==> config.mk <==
export PLATFORM = sky130hd
export DESIGN_NAME = fpc_fan_pwm
export DESIGN_NICKNAME = d
export VERILOG_FILES = /design/src/rtl/fpc_pkg.sv /design/src/rtl/fpc_pwm_if.sv /design/src/rtl/fpc_fan_pwm.sv /design/src/rtl/fpc_prescale.sv /design/src/rtl/fpc_pwm_core.sv
export SDC_FILE = /design/constraint.sdc
export NUM_CORES = 1
export LEC_CHECK = 0
export ABC_AREA = 1
export ABC_CLOCK_PERIOD_IN_PS = 7050
export BUFFER_PORTS_ARGS = -buffer_cell sky130_fd_sc_hd__buf_2
export CAP_MARGIN = 20
export CORE_MARGIN = 1.5
export CORE_UTILIZATION = 64
export DETAILED_ROUTE_END_ITERATION = 7
export PLACE_DENSITY_LB_ADDON = 0.2
export SYNTH_ARGS = -nofsm -noshare
export SYNTH_HDL_FRONTEND = slang
export SYNTH_SLANG_ARGS = --single-unit
==> constraint.sdc <==
create_clock -name mclk -period 7.05 [get_ports mclk]
set_clock_uncertainty 0.1 [all_clocks]
set_input_delay 0.705 -clock mclk [delete_from_list [all_inputs] [get_ports mclk]]
set_output_delay 0.705 -clock mclk [all_outputs]
set_load 0.005 [all_outputs]
==> src/rtl/fpc_pkg.sv <==
// Purpose: shared constants and types for the fan pwm control block
// Assumes: 25 MHz mclk; byte-wide register port with 8-bit addresses
// Notes: all offsets, field positions, reset values and cycle counts live here
// Functional notes
// - manual bit clear: duty and table read-only, duty taken from temperature and table
// - manual bit set: duty and table writable, written duty drives output directly
// - polarity 0: pin low means off; polarity 1: pin low means on
// - base clock bit selects 360 kHz (0) or 1.4 kHz (1) pwm master clock
// - two-bit speed sense field selects tach method; codes above 00 report all ones (the code reads the field back as written and passes it to tach_mode)
// - with 360 kHz selected, speed sensing always runs in mode 00
// - speed-terminated bit clear: startup uses programmed duty and duration
// - speed-terminated bit set: 100% duty, ends on timeout or tach speed reached
// - duration code 000 skips startup regardless of speed-terminated bit
// - duration codes 001..111 give 0.05 s doubling up to 3.2 s
// - output frequency is master clock divided by twice the divisor
// - divisor value zero behaves as one
// - manual off: duty register reads table choice, writes ignored
// - duty register reads zero while startup runs
// - unused upper register bits read zero
// - table entry duty applies when remote temperature exceeds its temperature
package fpc_pkg;
  localparam logic [7:0] ADDR_CFG = 8'h4A;
  localparam logic [7:0] ADDR_SU = 8'h4B;
  localparam logic [7:0] ADDR_DUTY = 8'h4C;
  localparam logic [7:0] ADDR_DIV = 8'h4D;
  localparam logic [7:0] ADDR_LUT_FIRST = 8'h50;
  localparam logic [7:0] ADDR_LUT_LAST = 8'h5F;
  localparam logic [7:0] CFG_RST = 8'h20;
  localparam logic [7:0] SU_RST = 8'h3F;
  localparam logic [5:0] DUTY_RST = 6'h00;
  localparam logic [4:0] DIV_RST = 5'h17;
  localparam logic [6:0] LUT_TEMP_RST = 7'h7F;
  localparam logic [5:0] LUT_DUTY_RST = 6'h3F;
  localparam int CFG_MANUAL_BIT = 5;
  localparam int CFG_POL_BIT = 4;
  localparam int CFG_CLK_BIT = 3;
  localparam int CFG_MODE_LSB = 0;
  localparam int SU_TERM_BIT = 5;
  localparam int SU_DUTY_LSB = 3;
  localparam int SU_TIME_LSB = 0;
  localparam int LUT_ENTRIES = 8;
  localparam logic [5:0] DUTY_FULL = 6'h3F;
  localparam logic [5:0] DUTY_HALF = 6'h20;
  localparam logic [5:0] DUTY_78 = 6'h31;
  localparam logic [1:0] MODE_TRAD = 2'h0;
  localparam int unsigned MCLK_HZ = 25_000_000;
  localparam int unsigned PWMCLK_FAST_HZ = 360_000;
  localparam int unsigned PWMCLK_SLOW_HZ = 1_400;
  localparam int unsigned FAST_TICK_CYC = MCLK_HZ / PWMCLK_FAST_HZ;
  localparam int unsigned SLOW_TICK_CYC_DEF = MCLK_HZ / PWMCLK_SLOW_HZ;
  localparam int unsigned SPINUP_UNIT_US = 50_000;
  localparam int unsigned SPINUP_UNIT_CYC_DEF = (MCLK_HZ / 1_000_000) * SPINUP_UNIT_US;
  typedef enum logic [1:0] {FPC_IDLE = 2'h0, FPC_SPIN = 2'h1} fpc_state_t;
endpackage

==> src/rtl/fpc_pwm_if.sv <==
// Purpose: carries pwm settings and master clock tick between the control modules
// Assumes: single mclk domain
// Notes: ctl drives settings, pre makes the tick, core makes the pin
`timescale 1ns/10ps
`default_nettype none
interface fpc_pwm_if;
  logic tick;
  logic clk_slow;
  logic [5:0] duty;
  logic [4:0] div_n;
  logic pol;
  modport ctl (output clk_slow, output duty, output div_n, output pol);
  modport pre (input clk_slow, output tick);
  modport core (input tick, input duty, input div_n, input pol);
endinterface
`default_nettype wire

==> src/rtl/fpc_fan_pwm.sv <==
// Purpose: fan pwm control registers, table lookup, startup sequencing
// Assumes: register port strobes are one-cycle, synchronous to mclk
// Notes: read data appears one cycle after reg_rd; tach counting lives elsewhere
`timescale 1ns/10ps
`default_nettype none
module fpc_fan_pwm #(
  parameter int unsigned SLOW_TICK_CYC = fpc_pkg::SLOW_TICK_CYC_DEF,
  parameter int unsigned SPINUP_UNIT_CYC = fpc_pkg::SPINUP_UNIT_CYC_DEF
)(
  input wire logic mclk,
  input wire logic rst,
  input wire logic [7:0] reg_addr,
  input wire logic [7:0] reg_wdata,
  input wire logic reg_wr,
  input wire logic reg_rd,
  output logic [7:0] reg_rdata,
  input wire logic [7:0] remote_temp,
  input wire logic tach_min_reached,
  input wire logic pwm_pin_in,
  output logic pwm_pin_out,
  output logic pwm_pin_oe,
  output logic [1:0] tach_mode,
  output logic spinup_busy
);
  typedef struct packed {
    fpc_pkg::fpc_state_t st;
    logic manual;
    logic pol;
    logic clk_slow;
    logic [1:0] mode;
    logic tach_term;
    logic [1:0] su_duty_code;
    logic [2:0] su_time;
    logic [5:0] duty_man;
    logic [4:0] div_n;
    logic [7:0][6:0] lut_temp;
    logic [7:0][5:0] lut_duty;
    logic [26:0] su_cnt;
    logic prev_zero;
    logic [5:0] duty_eff;
    logic [7:0] rdata;
    logic [1:0] tach_mode;
    logic busy;
  } fpc_top_s_t;

  fpc_top_s_t s;
  fpc_top_s_t next_s;
  fpc_pwm_if pw ();

  logic [7:0] hit;
  logic [5:0] lut_sel;
  logic [5:0] cmd_duty;
  logic [5:0] su_duty;
  logic [26:0] su_len;
  logic su_start;
  logic su_done;
  logic [7:0] rd_mux;
  logic lut_acc;
  logic [2:0] lut_idx;

  // per-entry temperature compare; negative temperatures never exceed an entry
  for (genvar gi = 0; gi < fpc_pkg::LUT_ENTRIES; gi++)
  begin : g_lut
    assign hit[gi] = ~remote_temp[7] && (remote_temp[6:0] > s.lut_temp[gi]);
  end

  // highest matching entry wins, as tables are laid out in rising temperature
  always_comb
  begin
    lut_sel = 6'h00;
    for (int i = 0; i < fpc_pkg::LUT_ENTRIES; i++)
    begin
      if (hit[i])
      begin
        lut_sel = s.lut_duty[i];
      end
    end
  end

  always_comb
  begin
    cmd_duty = s.manual ? s.duty_man : lut_sel;
    case (s.su_duty_code)
      2'h1: su_duty = fpc_pkg::DUTY_HALF;
      2'h2: su_duty = fpc_pkg::DUTY_78;
      2'h3: su_duty = fpc_pkg::DUTY_FULL;
      default: su_duty = 6'h00;
    endcase
    if (s.tach_term)
    begin
      su_duty = fpc_pkg::DUTY_FULL;
    end
    su_len = 27'(SPINUP_UNIT_CYC) << (s.su_time - 3'h1);
    su_start = s.prev_zero && (cmd_duty != 6'h00) && (s.su_time != 3'h0)
      && (s.tach_term || (s.su_duty_code != 2'h0));
    su_done = (s.su_cnt <= 27'h0000001) || (s.tach_term && tach_min_reached)
      || (cmd_duty == 6'h00);
  end

  always_comb
  begin
    lut_acc = (reg_addr >= fpc_pkg::ADDR_LUT_FIRST) && (reg_addr <= fpc_pkg::ADDR_LUT_LAST);
    lut_idx = reg_addr[3:1];
    rd_mux = 8'h00;
    case (reg_addr)
      fpc_pkg::ADDR_CFG:
      begin
        rd_mux[fpc_pkg::CFG_MANUAL_BIT] = s.manual;
        rd_mux[fpc_pkg::CFG_POL_BIT] = s.pol;
        rd_mux[fpc_pkg::CFG_CLK_BIT] = s.clk_slow;
        rd_mux[fpc_pkg::CFG_MODE_LSB +: 2] = s.mode;
      end
      fpc_pkg::ADDR_SU:
      begin
        rd_mux[fpc_pkg::SU_TERM_BIT] = s.tach_term;
        rd_mux[fpc_pkg::SU_DUTY_LSB +: 2] = s.su_duty_code;
        rd_mux[fpc_pkg::SU_TIME_LSB +: 3] = s.su_time;
      end
      fpc_pkg::ADDR_DUTY:
      begin
        rd_mux[5:0] = (s.st == fpc_pkg::FPC_SPIN) ? 6'h00 : cmd_duty;
      end
      fpc_pkg::ADDR_DIV:
      begin
        rd_mux[4:0] = s.div_n;
      end
      default:
      begin
        if (lut_acc)
        begin
          if (reg_addr[0])
          begin
            rd_mux[5:0] = s.lut_duty[lut_idx];
          end
          else
          begin
            rd_mux[6:0] = s.lut_temp[lut_idx];
          end
        end
      end
    endcase
  end

  always_comb
  begin
    next_s = s;
    if (reg_rd)
    begin
      next_s.rdata = rd_mux;
    end
    if (reg_wr)
    begin
      case (reg_addr)
        fpc_pkg::ADDR_CFG:
        begin
          // reserved bit 2 is not stored, so it always reads back zero
          next_s.manual = reg_wdata[fpc_pkg::CFG_MANUAL_BIT];
          next_s.pol = reg_wdata[fpc_pkg::CFG_POL_BIT];
          next_s.clk_slow = reg_wdata[fpc_pkg::CFG_CLK_BIT];
          next_s.mode = reg_wdata[fpc_pkg::CFG_MODE_LSB +: 2];
        end
        fpc_pkg::ADDR_SU:
        begin
          next_s.tach_term = reg_wdata[fpc_pkg::SU_TERM_BIT];
          next_s.su_duty_code = reg_wdata[fpc_pkg::SU_DUTY_LSB +: 2];
          next_s.su_time = reg_wdata[fpc_pkg::SU_TIME_LSB +: 3];
        end
        fpc_pkg::ADDR_DUTY:
        begin
          if (s.manual)
          begin
            next_s.duty_man = reg_wdata[5:0];
          end
        end
        fpc_pkg::ADDR_DIV:
        begin
          next_s.div_n = reg_wdata[4:0];
        end
        default:
        begin
          if (lut_acc && s.manual)
          begin
            if (reg_addr[0])
            begin
              next_s.lut_duty[lut_idx] = reg_wdata[5:0];
            end
            else
            begin
              next_s.lut_temp[lut_idx] = reg_wdata[6:0];
            end
          end
        end
      endcase
    end

    next_s.prev_zero = (cmd_duty == 6'h00);
    case (s.st)
      fpc_pkg::FPC_IDLE:
      begin
        next_s.duty_eff = cmd_duty;
        if (su_start)
        begin
          next_s.st = fpc_pkg::FPC_SPIN;
          next_s.su_cnt = su_len;
          next_s.duty_eff = su_duty;
        end
      end
      fpc_pkg::FPC_SPIN:
      begin
        next_s.duty_eff = su_duty;
        next_s.su_cnt = s.su_cnt - 27'h0000001;
        if (su_done)
        begin
          next_s.st = fpc_pkg::FPC_IDLE;
          next_s.su_cnt = '0;
          next_s.duty_eff = cmd_duty;
        end
      end
      default:
      begin
        next_s.st = fpc_pkg::FPC_IDLE;
      end
    endcase
    next_s.busy = (next_s.st == fpc_pkg::FPC_SPIN);
    // the fast clock cannot resolve the other tach methods
    next_s.tach_mode = next_s.clk_slow ? next_s.mode : fpc_pkg::MODE_TRAD;
  end

  always_ff @(posedge mclk or posedge rst)
  begin
    if (rst)
    begin
      s.st <= fpc_pkg::FPC_IDLE;
      s.manual <= fpc_pkg::CFG_RST[fpc_pkg::CFG_MANUAL_BIT];
      s.pol <= fpc_pkg::CFG_RST[fpc_pkg::CFG_POL_BIT];
      s.clk_slow <= fpc_pkg::CFG_RST[fpc_pkg::CFG_CLK_BIT];
      s.mode <= fpc_pkg::CFG_RST[fpc_pkg::CFG_MODE_LSB +: 2];
      s.tach_term <= fpc_pkg::SU_RST[fpc_pkg::SU_TERM_BIT];
      s.su_duty_code <= fpc_pkg::SU_RST[fpc_pkg::SU_DUTY_LSB +: 2];
      s.su_time <= fpc_pkg::SU_RST[fpc_pkg::SU_TIME_LSB +: 3];
      s.duty_man <= fpc_pkg::DUTY_RST;
      s.div_n <= fpc_pkg::DIV_RST;
      s.lut_temp <= {fpc_pkg::LUT_ENTRIES{fpc_pkg::LUT_TEMP_RST}};
      s.lut_duty <= {fpc_pkg::LUT_ENTRIES{fpc_pkg::LUT_DUTY_RST}};
      s.su_cnt <= '0;
      s.prev_zero <= 1'b1;
      s.duty_eff <= 6'h00;
      s.rdata <= 8'h00;
      s.tach_mode <= fpc_pkg::MODE_TRAD;
      s.busy <= 1'b0;
    end
    else
    begin
      s <= next_s;
    end
  end

  assign pw.clk_slow = s.clk_slow;
  assign pw.duty = s.duty_eff;
  assign pw.div_n = s.div_n;
  assign pw.pol = s.pol;

  fpc_prescale #(
    .SLOW_TICK_CYC(SLOW_TICK_CYC)
  ) u_pre (
    .mclk(mclk),
    .rst(rst),
    .pw(pw.pre)
  );

  fpc_pwm_core u_core (
    .mclk(mclk),
    .rst(rst),
    .pw(pw.core),
    .pin_out(pwm_pin_out),
    .pin_oe(pwm_pin_oe)
  );

  assign reg_rdata = s.rdata;
  assign tach_mode = s.tach_mode;
  assign spinup_busy = s.busy;
endmodule
`default_nettype wire

==> src/rtl/fpc_prescale.sv <==
// Purpose: pwm master clock tick from mclk
// Assumes: mclk at 25 MHz
// Notes: tick is a one-cycle pulse at the selected master clock rate
`timescale 1ns/10ps
`default_nettype none
module fpc_prescale #(
  parameter int unsigned SLOW_TICK_CYC = fpc_pkg::SLOW_TICK_CYC_DEF
)(
  input wire logic mclk,
  input wire logic rst,
  fpc_pwm_if.pre pw
);
  typedef struct packed {
    logic [14:0] cnt;
    logic tick;
  } fpc_pre_s_t;
  fpc_pre_s_t s;
  fpc_pre_s_t next_s;
  logic [14:0] limit;

  always_comb
  begin
    next_s = s;
    limit = pw.clk_slow ? 15'(SLOW_TICK_CYC - 1) : 15'(fpc_pkg::FAST_TICK_CYC - 1);
    next_s.tick = 1'b0;
    if (s.cnt >= limit)
    begin
      next_s.cnt = '0;
      next_s.tick = 1'b1;
    end
    else
    begin
      next_s.cnt = s.cnt + 15'h0001;
    end
  end

  always_ff @(posedge mclk or posedge rst)
  begin
    if (rst)
    begin
      s <= '0;
    end
    else
    begin
      s <= next_s;
    end
  end

  assign pw.tick = s.tick;
endmodule
`default_nettype wire

==> src/rtl/fpc_pwm_core.sv <==
// Purpose: pwm waveform and open-drain pin control
// Assumes: tick pulses at the master pwm clock rate
// Notes: period is 2n master ticks; pin enable high means pin pulled low
`timescale 1ns/10ps
`default_nettype none
module fpc_pwm_core (
  input wire logic mclk,
  input wire logic rst,
  fpc_pwm_if.core pw,
  output logic pin_out,
  output logic pin_oe
);
  typedef struct packed {
    logic [5:0] phase;
    logic oe;
  } fpc_core_s_t;
  fpc_core_s_t s;
  fpc_core_s_t next_s;
  logic [4:0] n_eff;
  logic [5:0] period;
  logic [11:0] prod;
  logic [5:0] on_ticks;
  logic fan_on;

  always_comb
  begin
    next_s = s;
    n_eff = (pw.div_n == 5'h00) ? 5'h01 : pw.div_n;
    period = {n_eff, 1'b0};
    prod = 12'(pw.duty) * 12'(period);
    // full scale must be exactly 100%, so it bypasses the truncating divide
    on_ticks = (pw.duty == fpc_pkg::DUTY_FULL) ? period : 6'(prod / 12'd63);
    fan_on = s.phase < on_ticks;
    if (pw.tick)
    begin
      next_s.phase = (s.phase >= period - 6'h01) ? 6'h00 : s.phase + 6'h01;
    end
    next_s.oe = pw.pol ? fan_on : ~fan_on;
  end

  always_ff @(posedge mclk or posedge rst)
  begin
    if (rst)
    begin
      s.phase <= '0;
      s.oe <= 1'b1;
    end
    else
    begin
      s <= next_s;
    end
  end

  assign pin_oe = s.oe;
  assign pin_out = 1'b0;
endmodule
`default_nettype wire

* Yosys cells after proc, flatten, opt, wreduce, memory -nomap -nowiden
Cells that the tools add are included. W data, S select, Z words.
Word-level totals: output and inout port bits 13, input port bits 30, flip-flop bits (word level) 195, logic and storage cells 165
Cells by class: div/mod/pow operators 1, mux-type cells 57, bitwise operators 4, add/subtract/negate cells 5, reduce and logical (&&, ||, !) cells 33, shift-type cells 1, magnitude comparators 16, eq/ne operators 11, multipliers 1
Operator list (count):
- $mux W104 | 2
- $mux W6 | 21
- $mux W124 | 1
- $bwmux W56 | 1
- $gt A7 B7 Y1 | 8
- $mux W56 | 1
- $mux W27 | 2
- $pmux W27 S2 | 1
- $bwmux W48 | 1
- $mux W48 | 1
- $eq A8 B7 Y1 const B | 4
- $mux W15 | 2
- $le A27 B1 Y1 const B | 1
- $shl A21 B3 Y27 const A | 1
- $sub A27 B1 Y27 const B | 1
- $bmux W7 S3 | 1
- $demux W7 S3 | 1
- $mux W7 | 3
- $bmux W6 S3 | 1
- $demux W6 S3 | 1
- $pmux W6 S3 | 1
- $pmux W2 S4 | 2
- $add A15 B1 Y15 const B | 1
- $ge A15 B15 Y1 | 1
- other kinds (35) | 69

* Depth between registers and ports, before layout
depth after elaboration 18, gate-level depth with buffers 48, depth with buffers taken out 47

* Hierarchy
Synthesis repeated with hierarchy kept, for this count alone.
Unflattened totals: cells, all modules 1961, area total of the unflattened synthesis 14361.3 um2
By module, submodules not included:
- fpc_fan_pwm | area each 10789.1 um2, seq. area each 4449.3 um2, instances 1, cells each 1414
- fpc_pwm_core | area each 2543.7 um2, seq. area each 176.4 um2, instances 1, cells each 420
- fpc_prescale | area each 1028.5 um2, seq. area each 400.4 um2, instances 1, cells each 127

* Least setup slack after synthesis
OpenSTA, ideal clock, no wires.
kind reg-to-reg, from reg pw.div_n[2] (netlist name), to reg u_core.s (netlist bit u_core.pin_oe), slack 884 ps, data arrival time 5990 ps, clock period less this slack 6166 ps, cell stages (with the launch flop) 43, path buffers 1, data required time 6874 ps, cell sequence dfstp_2 > clkbuf_1 > nand2_1 > inv_1 > fa_1 > fa_1 > inv_1 > fa_1 > inv_1 > ha_1 > a21oi_2 > nand2_1 > nand2_1 > nand2_1 > nand2_1 > nand2_2 > nand4_4 > nand3_1 > [7 not listed] > nand2_1 > nor2_2 > nand2_1 > a21oi_2 > nor3_1 > nand3_1 > nand3_1 > nand2_1 > nand2_1 > o211ai_1 > o21ai_0 > ha_1 > nand2_1 > nand2_1 > nand2_1 > nand2_1 > nand2_1 > nand2_1
RTL lines:
- end signal: assignment | line fpc_pwm_core.sv:50 | s <= next_s;
- end: declaration | line fpc_pwm_core.sv:17 | fpc_core_s_t s;

==> impl_metrics.toml <==
[status]
status = "complete, no violations"

[finish]
number_of_nets_in_the_layout = 1943
layout_area_overhead_pct = 7.040
final_core_density_pct = 69.45
drive_above_1_share_pct = 13.91

[critical_path]
start_kind = "flip-flop"
required_time_at_the_endpoint_of_the_critical_path_ps = 7340
crit_path_largest_cell_delay_ps = 550
setup.worst_path.end_class = "flip-flop"
worst-path-max-fanout = 10
reg2reg_to = "u_core.pin_oe"
depth_of_the_most_critical_reg_to_reg_path = 39
reg2reg_setup_slack_ps = 600
critPathKind = "reg2reg"
timing.critical_path.mode_cell = "sky130_fd_sc_hd__nand2_1"
worstReg2RegStart = "pw.div_n[4]"
critical_path_arrival_ps = 6740
critPathSlowestCell = "sky130_fd_sc_hd__dfstp_2"

[timing]
hold_viol_final = 0
layout_min_cycle_time_ps = 6452
report.final.setup_viol = 0
min_period_over_period_pct = 91.52
rsz0062_at_grt = "false"
max_clock_freq_mhz = 155.0
fin_tns_setup_ps = 0
timing_worst_slew_pin_value_ps = 971.9
relSlewSlack_pct = 34.71
final-max-slew-violation-count = 0

[floorplan]
floorplan.initialDensity_pct = 64.89
num_io_pins = 43
die-height_um = 148.8
placeableCoreArea_sq_um = 20960
floorplan_die_width_um = 148.8
num_rows = 53
area_of_the_die_sq_um = 22130

[pwr]
power.clock.fraction_pct = 41.2
vdd_ir_drop_max_mv = 0.1536
power_leakage_nw = 7.029
netSwitchingPower_w = 0.0007058
pwrdens_nw_per_um2 = 170.0
share_of_total_power_consumed_by_net_switching_pct = 28.52
power.share.combinational_pct = 11.1
seq_power_share_pct = 47.7
power.internal_w = 0.001769

[global_routing]
grt_pass1_wl_um = 57010
global_route.usage.total_pct = 32.26
grt_start_max_net_pins = 135
number_of_global_route_vias_before_repair = 11517
grt-ovfl-total = 0
initial_antenna_violation_count = 0

[drt]
pre_antenna_drt_iters = 5
route.detailed.drc = 0
viasPerCell = 5.867
finalWirelength_um = 34370
vias = 12245
postRouteAntennaNets = 0
first_iter_violations = 994
wire_per_inst_um = 16.47

[yosys]
synthesis.area_sq_um = 13600
netlist_top_cells_area = "sky130_fd_sc_hd__dfstp_2 (23%), sky130_fd_sc_hd__dfrtp_1 (14%), sky130_fd_sc_hd__nand2_1 (12%)"
yosys_reg_bits = 195
most_common_cell_in_the_synthesized_netlist = "sky130_fd_sc_hd__nand2_1"
synthTopCellsByCount = "sky130_fd_sc_hd__nand2_1 (441), sky130_fd_sc_hd__inv_1 (228), sky130_fd_sc_hd__o21ai_0 (198), sky130_fd_sc_hd__nor2_1 (128), sky130_fd_sc_hd__dfstp_2 (117)"
yosys_most_used_dff = "sky130_fd_sc_hd__dfstp_2"
yosys.cell_types.count = 64
avgSynthCellArea_sq_um = 7.554
synth_edf_count = 0
yosysTopAreaCell = "sky130_fd_sc_hd__dfstp_2"
post-synth-top-area-fraction_pct = 22.61
ys_warn_count = 0
synth_async_sr_flop_share_pct = 100.0
post_synth_inst_count = 1800
synth_sequential_area_ratio_pct = 36.97

[clock_tree]
cts_hold_buf = 0
clock_tree.root_cell = "sky130_fd_sc_hd__clkbuf_16"
tritoncts.num_buffers = 17
htreeDepth = 4
clock_tree_from_tritoncts = "built"
max-clock-path-buffers = 2
insertion_delay_ps = 450
clock_sinks = 195
clk_transition_reported_paths_ps = 80

[flow_run]
max_cap_viol_count = 0

[place]
gp_congestion = 0.9815
place.port_buffers = 38
detailed_place_hpwl_um = 25390

[min_path]
hold_path.class = "in2async"
## cell families (layout without fill, tap and decap cells)
family	after synthesis	count (layout)	share of synthesized area [%]
AOI/OAI and AO/OA	413	413	17.68
other	1	4	0.02758
xor gates and xnor gates	32	32	2.061
DFF	195	195	36.97
muxes	1	1	0.07362
buffers and inverters	309	318	8.880
adders and majority gates	115	115	11.25
and+or+nand+nor	734	734	23.07
## per-stage QoR
stage / instance area, sq um / hold slack [ps] / total power (W) / cells / setup WS [ps]
finish: 14550 / 316.6 / 0.002475 / 2087 / 597.5
global route: 14550 / 383.9 / 0.002562 / 2086 / 6.081
CTS: 14500 / 369.4 / 0.002477 / 2080 / 479.7
detailed placement: 13870 / 357.7 / 0.001464 / 2048 / 485.2
global placement: 13870 / 346.3 / 0.001455 / 2048 / 619.7
floorplan: 13600 / 332.2 / 0.001381 / 1802 / 884.0
## cell usage in the layout (no fill, tap or decap), drive strengths merged, types with 9 or more instances in the layout
master,instances
nand2,457
inv,239
o21ai,206
nor2,136
dfstp,117
ha,103
dfrtp,78
a21oi,70
nand3,66
buf,49
o22ai,39
nor3,31
o211ai,28
xor2,19
clkbuf,18
a31oi,15
nand4,15
xnor2,13
fa,12
clkinv,11
o21a,9
## critical path, delay by kind of cell, from the launching register on
family	cells	cell delay [ps]
and+or+nand+nor	27	2830
buffers and inverters	4	270
adders and majority gates	5	2190
AOI/OAI and AO/OA	3	460
DFF	1	550
## area by class of cell
cell class,instances,area (sq um)
Antenna cell,1,2.502
Fill cell,1822,6401
Clock inverter,14,181.4
Timing Repair Buffer,49,272.8
Sequential cell,195,5027
Clock buffer,18,450.4
Multi-Input combinational cell,1298,7378
Inverter,237,897.1
Tap cell,275,344.1
## per-layer routing
metal  part of all wire [%]  GRT usage, %  wire length [um]  vias up
met5                      0             0                 0        -
met1                     43         43.44             14870     5756
li1                       -             -                 -     5955
met2                     48         53.23             16330      459
met4                    3.0         12.38              1015        0
met3                    6.3         4.251              2150       75
## repair_timing
| action | in CTS | in global routing |
|---|---|---|
| setup buffers | 0 | 6 |
| gates resized for setup | 0 | 3 |
| endpoints found under the setup margin | 0 | 1 |
## how the worst max path moves through the flow
stage                startpoint       endpoint  slack (ps)  depth (start not counted)
global route        pw.div_n[2]  u_core.pin_oe           6                         43
CTS                 pw.div_n[2]  u_core.pin_oe         480                         41
detailed placement  pw.div_n[2]  u_core.pin_oe         490                         41
floorplan           pw.div_n[2]  u_core.pin_oe         880                         42
finish              pw.div_n[4]  u_core.pin_oe         600                         39
global placement    pw.div_n[2]  u_core.pin_oe         620                         39
## power groups by stage
stage	Clock, W	Combinational (W)	Sequential (W)
6_report	0.00102	0.000274	0.00118
3_5_place_dp	0	0.000264	0.00120
4_1_cts	0.00103	0.000267	0.00118
3_3_place_gp	0	0.000256	0.00120
5_1_grt	0.00107	0.000309	0.00118
2_1_floorplan	0	0.000193	0.00119
(Power assumes the default switching activity.)
